## src/pcc_pkg.sv

```systemverilog
// =====================================================================
// shared constants and carriers for the camera port
// =====================================================================
package pcc_pkg;

  // =====================================================================
  // register map (byte addresses)
  // =====================================================================
  localparam logic [7:0] OFF_REV   = 8'h00;
  localparam logic [7:0] OFF_FSIZE = 8'h04;
  localparam logic [7:0] OFF_CTRL  = 8'h08;
  localparam logic [7:0] OFF_IEN   = 8'h0C;
  localparam logic [7:0] OFF_FLAGS = 8'h10;
  localparam logic [7:0] OFF_CODES = 8'h14;
  localparam logic [7:0] OFF_DATA  = 8'h30;

  // =====================================================================
  // capture_control field positions
  // =====================================================================
  localparam int CTRL_WIDTH_LSB = 0;   // [1:0] pixel width
  localparam int CTRL_MODE_LSB = 2;    // [3:2] capture mode
  localparam int CTRL_ETS_BIT = 4;     // embedded_timing_select
  localparam int CTRL_FTHR_LSB = 5;    // [8:5] fifo level threshold
  localparam int CTRL_DMA_BIT = 16;    // receive dma enable
  localparam int CTRL_DTHR_LSB = 17;   // [20:17] dma level
  localparam int CTRL_EN_BIT = 31;     // interface enable

  // irq_enable / irq_flags bit positions
  localparam int FL_DONE = 0;
  localparam int FL_THR = 1;
  localparam int FL_FULL = 2;
  localparam int FL_NE = 3;

  // embedded_sync_codes field positions
  localparam int CODE_SAV_LSB = 0;     // [11:0]
  localparam int CODE_EAV_LSB = 16;    // [27:16]

  // =====================================================================
  // reset values and encodings
  // =====================================================================
  localparam logic [3:0] DTHR_RST = 4'h1;
  localparam logic [3:0] FTHR_RST = 4'h1;
  localparam logic [1:0] WID_8 = 2'h0;
  localparam logic [1:0] WID_10 = 2'h1;
  localparam logic [1:0] WID_12 = 2'h2;
  localparam logic [1:0] MODE_OFF = 2'h0;
  localparam logic [1:0] MODE_SINGLE = 2'h1;
  localparam logic [1:0] MODE_CONT = 2'h2;

  // pins as seen from the sensor
  typedef struct packed {
    logic pclk;
    logic vsync;
    logic hsync;
    logic [11:0] data;
  } pcc_pins_t;

  // software settings that steer capture
  typedef struct packed {
    logic en;
    logic dma_en;
    logic [3:0] dma_thr;
    logic [3:0] fifo_thr;
    logic ets;
    logic [1:0] mode;
    logic [1:0] width;
  } pcc_ctrl_t;

endpackage

```

## src/pcc_capture.sv

```systemverilog
// Strobed register access was left to the implementer.
`timescale 1ns/1ps
// =====================================================================
// parallel camera capture, sampled on the system clock
// =====================================================================
module pcc_capture #(
  parameter int DEPTH = 8,                   // buffer words
  parameter logic [7:0] REV_MAJOR = 8'h01,   // arbitrary value
  parameter logic [7:0] REV_MINOR = 8'h00    // arbitrary value
) (
  input wire logic sys_clk_i,                // system clock
  input wire logic rstn_i,                   // synchronous reset, active low
  input wire logic pclk_i,                   // pixel clock from sensor
  input wire logic vsync_i,                  // frame sync
  input wire logic hsync_i,                  // line sync
  input wire logic [11:0] pixel_data_in_i,   // pixel data
  input wire logic [7:0] addr_i,             // register byte address
  input wire logic [31:0] wdata_i,           // write data
  input wire logic wr_i,                     // write strobe
  input wire logic rd_i,                     // read strobe
  output logic [31:0] rdata_o,               // read data, cycle after rd_i
  output logic irq_o,                        // interrupt, level
  output logic dma_req_o                     // dma read request, level
);

  localparam int PW = $clog2(DEPTH);
  localparam int CW = 4;

  // buffer must fit the 4-bit threshold fields, refused at elaboration
  if (DEPTH < 2 || DEPTH > 8 || (DEPTH & (DEPTH - 1)) != 0) begin : g_bad_depth
    $error("DEPTH must be 2, 4 or 8");
  end

  typedef enum logic [0:0] {ST_IDLE, ST_ACT} pcc_state_t;

  // masks a raw sample to the configured pixel width
  function automatic logic [11:0] pix_val(input logic [11:0] d, input logic [1:0] w);
    logic [11:0] r;
    r = d;
    case (w)
      pcc_pkg::WID_8: r = {4'h0, d[7:0]};
      pcc_pkg::WID_10: r = {2'h0, d[9:0]};
      default: r = d;
    endcase
    return r;
  endfunction

  // =====================================================================
  // pin synchronisation and pixel clock edge
  // =====================================================================
  pcc_pkg::pcc_pins_t pins_raw;
  pcc_pkg::pcc_pins_t pins_s;
  assign pins_raw = '{pclk: pclk_i, vsync: vsync_i, hsync: hsync_i, data: pixel_data_in_i};

  // data and clock share one delay, so each rise still finds stable data
  pcc_sync #(.W($bits(pcc_pkg::pcc_pins_t))) u_sync (
    .sys_clk_i(sys_clk_i),
    .rstn_i(rstn_i),
    .d_i(pins_raw),
    .q_o(pins_s)
  );

  logic pclk_prev_q;
  logic vs_prev_q;
  pcc_pkg::pcc_ctrl_t ctrl_q;
  logic [11:0] sav_q;
  logic [11:0] eav_q;
  logic [3:0] ien_q;
  logic done_q;
  pcc_state_t st_q;
  logic [31:0] asm_q;
  logic [1:0] asm_n_q;
  logic [31:0] mem [DEPTH];
  logic [PW-1:0] wptr_q;
  logic [PW-1:0] rptr_q;
  logic [CW-1:0] cnt_q;

  // =====================================================================
  // framing decode
  // =====================================================================
  wire pix_stb = pins_s.pclk && !pclk_prev_q;
  wire vs_rise = pins_s.vsync && !vs_prev_q;
  wire [11:0] pix = pix_val(pins_s.data, ctrl_q.width);
  wire sav_hit = pix == pix_val(sav_q, ctrl_q.width);
  wire eav_hit = pix == pix_val(eav_q, ctrl_q.width);
  wire sync_start = vs_rise && pins_s.hsync;
  wire start_ok = ctrl_q.ets ? sav_hit : sync_start;
  wire armed = ctrl_q.en && ctrl_q.mode != pcc_pkg::MODE_OFF;
  wire frame_start = pix_stb && armed && st_q == ST_IDLE && start_ok;
  wire frame_end = pix_stb && st_q == ST_ACT && (ctrl_q.ets ? eav_hit : vs_rise);
  // in continuous sync mode the closing edge may open the next frame at once
  wire restart = ctrl_q.mode == pcc_pkg::MODE_CONT && !ctrl_q.ets && sync_start;
  wire take = pix_stb && st_q == ST_ACT && !frame_end && (ctrl_q.ets || pins_s.hsync);

  // =====================================================================
  // word assembly
  // =====================================================================
  wire wide = ctrl_q.width != pcc_pkg::WID_8;
  wire [31:0] asm_d = wide ? {4'h0, pix, asm_q[31:16]} : {pix[7:0], asm_q[31:8]};
  wire asm_last = wide ? asm_n_q == 2'h1 : asm_n_q == 2'h3;
  wire push = take && asm_last;

  // =====================================================================
  // buffer control
  // =====================================================================
  wire rd_data = rd_i && addr_i == pcc_pkg::OFF_DATA;
  wire pop = rd_data && cnt_q != '0;
  wire full = cnt_q == CW'(DEPTH);
  wire wr_ok = push && !full;
  wire flag_thr = cnt_q >= ctrl_q.fifo_thr;
  wire flag_ne = cnt_q != '0;
  wire [3:0] flags = {flag_ne, full, flag_thr, done_q};
  wire dma_d = ctrl_q.dma_en && ctrl_q.dma_thr != 4'h0 && cnt_q >= ctrl_q.dma_thr;
  wire single_done = frame_end && ctrl_q.mode == pcc_pkg::MODE_SINGLE;

  // =====================================================================
  // register decode
  // =====================================================================
  wire wr_ctrl = wr_i && addr_i == pcc_pkg::OFF_CTRL;
  wire wr_ien = wr_i && addr_i == pcc_pkg::OFF_IEN;
  wire wr_codes = wr_i && addr_i == pcc_pkg::OFF_CODES;
  wire clr_done = wr_i && addr_i == pcc_pkg::OFF_FLAGS && wdata_i[pcc_pkg::FL_DONE];
  wire [31:0] ctrl_rd = {ctrl_q.en, 10'h0, ctrl_q.dma_thr, ctrl_q.dma_en, 7'h0,
                         ctrl_q.fifo_thr, ctrl_q.ets, ctrl_q.mode, ctrl_q.width};
  wire [31:0] rd_mux =
      addr_i == pcc_pkg::OFF_REV   ? {16'h0, REV_MAJOR, REV_MINOR} :
      addr_i == pcc_pkg::OFF_FSIZE ? 32'(DEPTH) :
      addr_i == pcc_pkg::OFF_CTRL  ? ctrl_rd :
      addr_i == pcc_pkg::OFF_IEN   ? {28'h0, ien_q} :
      addr_i == pcc_pkg::OFF_FLAGS ? {28'h0, flags} :
      addr_i == pcc_pkg::OFF_CODES ? {4'h0, eav_q, 4'h0, sav_q} :
      addr_i == pcc_pkg::OFF_DATA  ? (flag_ne ? mem[rptr_q] : 32'h0) :
      32'h0;

  // software settings; hardware drops a finished single capture to off
  always_ff @(posedge sys_clk_i) begin
    if (!rstn_i) begin
      ctrl_q <= '{en: 1'b0, dma_en: 1'b0, dma_thr: pcc_pkg::DTHR_RST,
                  fifo_thr: pcc_pkg::FTHR_RST, ets: 1'b0, mode: pcc_pkg::MODE_OFF,
                  width: pcc_pkg::WID_8};
    end else begin
      if (wr_ctrl) begin
        ctrl_q.en <= wdata_i[pcc_pkg::CTRL_EN_BIT];
        ctrl_q.dma_en <= wdata_i[pcc_pkg::CTRL_DMA_BIT];
        ctrl_q.dma_thr <= wdata_i[pcc_pkg::CTRL_DTHR_LSB +: 4];
        ctrl_q.fifo_thr <= wdata_i[pcc_pkg::CTRL_FTHR_LSB +: 4];
        ctrl_q.ets <= wdata_i[pcc_pkg::CTRL_ETS_BIT];
        ctrl_q.mode <= wdata_i[pcc_pkg::CTRL_MODE_LSB +: 2];
        ctrl_q.width <= wdata_i[pcc_pkg::CTRL_WIDTH_LSB +: 2];
      end
      if (single_done) begin
        ctrl_q.mode <= pcc_pkg::MODE_OFF;
      end
    end
  end

  // enables and timing codes
  always_ff @(posedge sys_clk_i) begin
    if (!rstn_i) begin
      ien_q <= 4'h0;
      sav_q <= 12'h000;
      eav_q <= 12'h000;
    end else begin
      if (wr_ien) ien_q <= wdata_i[3:0];
      if (wr_codes) sav_q <= wdata_i[pcc_pkg::CODE_SAV_LSB +: 12];
      if (wr_codes) eav_q <= wdata_i[pcc_pkg::CODE_EAV_LSB +: 12];
    end
  end

  // done flag: a frame end in the clearing cycle still sets it
  always_ff @(posedge sys_clk_i) begin
    if (!rstn_i) begin
      done_q <= 1'b0;
    end else if (frame_end) begin
      done_q <= 1'b1;
    end else if (clr_done) begin
      done_q <= 1'b0;
    end
  end

  // =====================================================================
  // capture state
  // =====================================================================
  // vs_prev_q follows the pin only at pixel edges, so a pulse of one
  // pixel period is seen exactly once
  always_ff @(posedge sys_clk_i) begin
    if (!rstn_i) begin
      pclk_prev_q <= 1'b0;
      vs_prev_q <= 1'b0;
    end else begin
      pclk_prev_q <= pins_s.pclk;
      if (pix_stb) vs_prev_q <= pins_s.vsync;
    end
  end

  always_ff @(posedge sys_clk_i) begin
    if (!rstn_i) begin
      st_q <= ST_IDLE;
    end else begin
      case (st_q)
        ST_IDLE: if (frame_start) st_q <= ST_ACT;
        ST_ACT: begin
          if (!ctrl_q.en || ctrl_q.mode == pcc_pkg::MODE_OFF) st_q <= ST_IDLE;
          else if (frame_end) st_q <= restart ? ST_ACT : ST_IDLE;
        end
        default: st_q <= ST_IDLE;
      endcase
    end
  end

  // partial words are dropped at frame start rather than mixed in
  always_ff @(posedge sys_clk_i) begin
    if (!rstn_i) begin
      asm_q <= 32'h0;
      asm_n_q <= 2'h0;
    end else if (frame_start || frame_end) begin
      asm_n_q <= 2'h0;
    end else if (take) begin
      asm_q <= asm_d;
      asm_n_q <= asm_last ? 2'h0 : asm_n_q + 2'h1;
    end
  end

  // =====================================================================
  // receive buffer
  // =====================================================================
  always_ff @(posedge sys_clk_i) begin
    if (wr_ok) mem[wptr_q] <= asm_d;
  end

  always_ff @(posedge sys_clk_i) begin
    if (!rstn_i) begin
      wptr_q <= '0;
      rptr_q <= '0;
      cnt_q <= '0;
    end else begin
      if (wr_ok) wptr_q <= wptr_q + PW'(1);
      if (pop) rptr_q <= rptr_q + PW'(1);
      cnt_q <= cnt_q + CW'(wr_ok) - CW'(pop);
    end
  end

  // =====================================================================
  // outputs
  // =====================================================================
  always_ff @(posedge sys_clk_i) begin
    if (!rstn_i) begin
      rdata_o <= 32'h0;
      irq_o <= 1'b0;
      dma_req_o <= 1'b0;
    end else begin
      rdata_o <= rd_i ? rd_mux : 32'h0;
      irq_o <= |(flags & ien_q);
      dma_req_o <= dma_d;
    end
  end
endmodule // pcc_capture

```

## src/pcc_sync.sv

```systemverilog
`timescale 1ns/1ps
// =====================================================================
// two-stage synchroniser for pins from outside the system clock
// =====================================================================
module pcc_sync #(
  parameter int W = 1
) (
  input wire logic sys_clk_i,        // system clock
  input wire logic rstn_i,           // synchronous reset, active low
  input wire logic [W-1:0] d_i,      // asynchronous input
  output logic [W-1:0] q_o           // synchronised output
);

  logic [W-1:0] meta_q;

  // first stage feeds only the second stage
  always_ff @(posedge sys_clk_i) begin
    if (!rstn_i) begin
      meta_q <= '0;
      q_o <= '0;
    end else begin
      meta_q <= d_i;
      q_o <= meta_q;
    end
  end

endmodule // pcc_sync

```

## config.mk

```make
export PLATFORM = sky130hd
export DESIGN_NAME = pcc_capture
export DESIGN_NICKNAME = d
export VERILOG_FILES = /design/src/pcc_pkg.sv /design/src/pcc_capture.sv /design/src/pcc_sync.sv
export SDC_FILE = /design/constraint.sdc
export NUM_CORES = 1
export LEC_CHECK = 0
export ABC_AREA = 1
export BUFFER_PORTS_ARGS = -buffer_cell sky130_fd_sc_hd__buf_2
export CORE_MARGIN = 4
export CORE_UTILIZATION = 55
export DETAILED_ROUTE_END_ITERATION = 8
export GPL_ROUTABILITY_DRIVEN = 0
export HOLD_SLACK_MARGIN = 0.08
export PLACE_DENSITY = 0.83
export SYNTH_ARGS = -nofsm -noshare
export SYNTH_HDL_FRONTEND = slang
export SYNTH_SLANG_ARGS = --single-unit
```

## constraint.sdc

```tcl
create_clock -name sys_clk_i -period 4.5 [get_ports sys_clk_i]
set_clock_uncertainty 0.15 [all_clocks]
set_input_delay 0.225 -clock sys_clk_i [delete_from_list [all_inputs] [get_ports sys_clk_i]]
set_output_delay 0.225 -clock sys_clk_i [all_outputs]
set_load 0.02 [all_outputs]
```

Word-level counts from Yosys, hierarchy flattened
Memories as Yosys holds them, arrays and structs flattened. A register that Yosys moved wholly into a read port is not among the register bits.
Index checks and enable logic that the tools add are counted.
{"block": "word_totals", "register_bits": 155, "latch_bits": 0, "ram_bits": 256, "rom_bits": 0, "output_inout_bits": 34, "wordCells": 135, "mem_count": 1}
{"block": "op_classes", "addsub": 5, "multipliers": 0, "n_div": 0, "n_lt_le_gt_ge": 2, "eq_ne": 14, "n_shift": 0, "mux": 27, "bitwise": 7, "reduce_logical": 51}
{"memory": "mem", "depth": 8, "width": 32, "rd": 1, "rd_ports_with_merged_regs": 1, "write_ports": 1, "line": "pcc_capture.sv:73", "rtl": "logic [31:0] mem [DEPTH];"}
{"cell": "32-bit two-way mux", "n": 7}
{"cell": "12-bit case mux with 2 select lines", "n": 3}
{"cell": "1-bit logical AND", "n": 25}
{"cell": "12-bit == test", "n": 2}
{"cell": "9-bit two-way mux", "n": 2}
{"cell": "8-bit by 4-bit == test with 1-bit output (second input constant)", "n": 2}
{"cell": "8-bit by 5-bit == test with 1-bit output (second input constant)", "n": 2}
{"cell": "1-bit two-way mux", "n": 11}
{"cell": "10-bit OR reduction", "n": 1}
{"cell": "8-bit by 3-bit == test with 1-bit output (second input constant)", "n": 1}
{"cell": "8-bit by 6-bit == test with 1-bit output (second input constant)", "n": 1}
{"cell": "4-bit greater-or-equal comparator", "n": 2}
{"cell": "8-bit logical NOT", "n": 1}
{"cell": "4-bit nonzero test", "n": 2}
{"cell": "4-bit OR reduction", "n": 2}
{"cell": "7-bit OR reduction", "n": 1}
{"cell": "3-bit by 1-bit adder with 3-bit output (second input constant)", "n": 2}
{"cell": "2-bit by 1-bit == test with 1-bit output (second input constant)", "n": 3}
{"cell": "1-bit logical NOT", "n": 6}
{"cell": "3-bit two-way mux", "n": 2}
{"cell": "1-bit NOT", "n": 6}
{"cell": "2-bit nonzero test", "n": 3}
{"cell": "4-bit by 1-bit adder with 4-bit output", "n": 1}
{"cell": "4-bit AND", "n": 1}
{"cell": "other kinds (11)", "n": 17}

Longest topological paths before layout
{"block": "depth", "word_depth": 12, "depth_mapped": 18}

Hierarchy
Synthesis repeated with hierarchy kept, for this count alone.
{"block": "hier_totals", "hier_cells": 1571, "area_unflattened_um2": 16259.3}
{"mod": "pcc_capture", "n_inst": 1, "cells_each": 1478, "area_per_inst_um2": 15399.8, "seq_area_each_um2": 10089.7}
{"mod": "pcc_sync", "n_inst": 1, "cells_each": 93, "area_per_inst_um2": 859.6, "seq_area_each_um2": 600.6}

Worst setup path before layout
OpenSTA, ideal clock, no wires.
{"block": "synth_path", "path_type": "register to register", "start": "register ctrl_q[1] in the netlist's numbering", "end": "memory mem[4][0] (enable)", "setup_time_ns": 0.461, "arrival_ns": 3.474, "required_ns": 3.889, "path_slack_ns": 0.415, "stages_incl_launch_ff": 12, "path_buffers": 1, "synth_period_minus_slack_ns": 4.085, "cell_sequence": "dfxtp_1 > buf_4 > nand2_1 > inv_1 > nand2_1 > o21ai_0 > nor2_1 > nand3_1 > nand4_2 > nor2_4 > nand2_1 > nor3_1"}
{"block": "synth_between", "elab_chain_cells": 12}
{"element": "start, declared", "line": "pcc_capture.sv:65", "rtl": "pcc_pkg::pcc_ctrl_t ctrl_q;"}
{"element": "start signal, assigned", "line": "pcc_capture.sv:138", "rtl": "ctrl_q <= '{en: 1'b0, dma_en: 1'b0, dma_thr: pcc_pkg::DTHR_RST,"}
{"element": "2-bit by 1-bit == test with 1-bit output or 2-bit logical NOT (tied branches)", "line": "pcc_capture.sv:40", "rtl": "case (w)"}
{"element": "12-bit case mux with 2 select lines", "line": "pcc_capture.sv:40"}
{"element": "12-bit == test", "line": "pcc_capture.sv:85", "rtl": "wire eav_hit = pix == pix_val(eav_q, ctrl_q.width);"}
{"element": "1-bit two-way mux", "line": "pcc_capture.sv:90", "rtl": "wire frame_end = pix_stb && st_q == ST_ACT && (ctrl_q.ets ? eav_hit : vs_rise);"}
{"element": "1-bit logical AND", "line": "pcc_capture.sv:90"}
{"element": "1-bit logical NOT", "line": "pcc_capture.sv:93", "rtl": "wire take = pix_stb && st_q == ST_ACT && !frame_end && (ctrl_q.ets || pins_s.hsync);"}
{"element": "1-bit logical AND (2 in a row)", "line": "pcc_capture.sv:93"}
{"element": "1-bit logical AND (*)", "line": "pcc_capture.sv:101", "rtl": "wire push = take && asm_last;"}
{"element": "1-bit logical AND (*)", "line": "pcc_capture.sv:109", "rtl": "wire wr_ok = push && !full;"}
{"element": "1-bit two-way mux (*)", "line": "pcc_capture.sv:228", "rtl": "if (wr_ok) mem[wptr_q] <= asm_d;"}
{"element": "1-bit two-way mux (not written as such) (*)", "line": "pcc_capture.sv:228"}
{"element": "end, declared", "line": "pcc_capture.sv:73"}
Mark *: on every way between the ends. The rest lies on a longest branch, timed or not.

Worst setup path in the final report
{"block": "layout_path", "start": "register ctrl_q[1] in the netlist's numbering", "end": "memory mem[2][4] (enable)"}
The elaborated chain is that of the path after synthesis.

==> out/qor.yml <==
timing:
  post-route-period-util_pct: 73.65
  slew_violations: 0
  setup_slack_ps: 1186
  rsz0062_at_grt: "false"
  relSlewSlack_pct: 20.38
  fmax_ghz: 0.3017
  period_minus_slack_ps: 3314
  setup_tns_ps: 0
  setup_violations: 0
  hold-worst-slack_ps: 137.7
  worst_slew_pin_slew_ps: 1182
  finalHoldViolations: 0
detailed_routing:
  avgRoutedWirePerCell_um: 19.96
  route.vias.total: 12520
  drc: 0
  dr.pass1.iters: 7
  finalWirelength_mm: 41.86
  drtIter0Drc: 1866
  via_per_inst: 5.972
  ant_nets: 0
clocking:
  cts_tree: "done"
  htreeDepth: 2
  clock_sinks: 406
  clock_latency_ps: 530
  clkSlewWorstSetupHoldPaths_ps: 70
  numCtsBuffers: 40
  clockRootBuffer: "clkbuf_16"
  post_cts_buffers: 0
  ctsResizeCount: 0
  clk_path_buf_depth: 3
  ctsHoldBuffers: 48
logic_synthesis:
  synth_top_cell_by_area: "edfxtp_1"
  synth_top_family_by_area: "compound AO/OA/AOI/OAI gates"
  async_flop_share_pct: 0
  synth_compound_area_share_pct: 14.41
  synth_area_leaders: "edfxtp_1 47%, dfxtp_1 19%, o21ai_0 7.1%, nand2_1 4.7%, nor2_1 4.5%"
  ys_seq_area_share_pct: 65.92
  synth_adder_area_share_pct: 1.281
  muxShareOfSynthArea_pct: 0
  synthFlopType: "edfxtp_1"
  synth_seq_cells: 406
  synth-edff-count: 256
  yosys.area_share.simple_pct: 12.36
  synth_nets: 1645
  yosys_warnings: 0
  yosys.cell_types.count: 44
  synth_cells: 1570
  synthesis.area_mm2: 0.01622
  synthDominantCellAreaShare_pct: 47.40
  avgSynthCellArea_um2: 10.33
  synth_xor_area_share_pct: 0.4861
global_route:
  grt_util_met1_pct: 33.54
  grt_max_degree: 100
  gr-usage-met2_pct: 39.57
  antenna_found_initial: 1
  grt_pass1_vias: 12110
  grt_pass1_wl_mm: 64.67
  globalRouteOverflowTotal: 0
  grt_use_total_pct: 25.14
  grt_busiest_layer: "met2"
  gr-usage-met3_pct: 5.861
floorplan:
  row_count: 62
  core-area_mm2: 0.02886
  die_h_um: 179.7
  initial_core_util_pct: 56.20
  io_pins: 93
  die-width_um: 179.7
  die_area_mm2: 0.03230
pwr:
  p_total_mw: 7.270
  pwr_density_cell_mw_per_mm2: 388.4
  vdd_drop_max_mv: 0.4392
  p_leak_nw: 6.819
flow_run:
  cap_violations: 0
status:
  status: "complete, no violations"
critical_path:
  timing_worst_setup_path_type: "reg2reg"
  crit_path_end_kind: "register"
  crit_arrival_ps: 3340
  worst_setup_path_start_kind: "register"
  required_ps: 4530
  critPathMaxFanout: 25
finish:
  fill_cells: 2064
  final_common_cell: "edfxtp_1"
  mostFrequentLayoutCells: "256 x edfxtp_1, 231 x o21ai_0, 204 x nand2_1, 189 x nor2_1, 148 x dfxtp_1"
  nets: 1756
  fin_cells: 2097
  syn2layout_area_growth_pct: 15.42
  post-route-util_pct: 64.86
  drive_above_1_share_pct: 11.62
  insertedDiodeCount: 0
  fin_area_mm2: 0.01872
min_path:
  hold_path_class: "in2reg"
place:
  place_inst: 1975
  postPlaceCellArea_mm2: 0.01699
  preCtsSetupSlack_ps: 1319
  detailed_place_hpwl_mm: 24.89
  numPortBuffers: 85
-- path summary, 6_finish.rpt --
| kind | start | to | slack (ps) | cells after the start |
|---|---|---|---|---|
| worst max-delay path | ctrl_q[1]$_SDFFE_PN0P_ | mem[2][4]$_DFFE_PP_ | 1190 | 9 |
| worst min-delay path | addr_i[0] | ctrl_q[3]$_SDFFE_PP0P_ | 140 | 7 |
| worst max register to register | ctrl_q[1]$_SDFFE_PN0P_ | mem[2][4]$_DFFE_PP_ | 1190 | 9 |
| worst min register to register | u_sync.meta_q[9]$_SDFF_PN0_ | u_sync.q_o[9]$_SDFF_PN0_ | 260 | 2 |
-- layer usage --
| layer | up-vias | part of all wire, % |
|---|---|---|
| met4 | 2 | 4.6 |
| met3 | 185 | 12 |
| met2 | 857 | 46 |
| met1 | 5824 | 37 |
| li1 | 5655 | - |
| met5 | - | 0.038 |
-- cell type report --
| cell class | count | area (um2) | share of cell area (%) |
|---|---|---|---|
| clock buffer | 61 | 1141 | 6.097 |
| inverter | 141 | 530.5 | 2.834 |
| clock inverter | 13 | 102.6 | 0.5482 |
| timing repair buffer | 155 | 1084 | 5.789 |
| multi-input combinational | 937 | 4683 | 25.02 |
| tap | 384 | 480.5 | 2.567 |
| sequential | 406 | 10700 | 57.14 |
-- synthesized netlist by cell type (3+ instances only) --
cell        n
a211oi_1    5
a21oi_1    82
a31oi_1     3
buf_1       5
buf_2      19
buf_4       4
clkbuf_1   57
dfxtp_1   150
edfxtp_1  256
ha_1       15
inv_1     134
inv_2       7
nand2_1   204
nand2_2     5
nand3_1    46
nor2_1    195
nor2_2      3
nor3_1     16
o211ai_1   17
o21ai_0   231
o21ai_1     7
o21bai_1    4
o221ai_1    3
o22ai_1    62
o31ai_1     8
xnor2_1     3
xor2_1      6
-- flip-flops by register name, indices dropped and copies added (netlist names), 12 cells and up, named ones only --
name	count
rdata_o	32
asm_q	24
eav_q	12
ctrl_q	15
u_sync.meta_q	15
u_sync.q_o	15
mem	256
sav_q	12
-- critical path, cell delays in order (launching register included) --
cell     delay [ps]
dfxtp_1         550
nor2_2           90
inv_1           410
nand2_1         120
nand3_1         170
nand4_2         210
nor2_4          240
nand2_1         250
nor2_4          310
buf_4           430
-- power by group --
group	total, mW	switching (mW)	leakage [nW]	internal (mW)
clock	3.18	1.36	0.608	1.82
combinational	0.154	0.0916	2.85	0.0619
sequential	3.94	0.00948	3.36	3.93
total	7.27	1.46	6.82	5.81
-- logic make-up after synthesis --
| logic type | count (synthesis) |
|---|---|
| compound gates | 428 |
| xor+xnor | 9 |
| fa+ha+maj | 16 |
| buf+inv | 227 |
| flops | 406 |
| simple gates | 484 |
(Power assumes the default switching activity.)
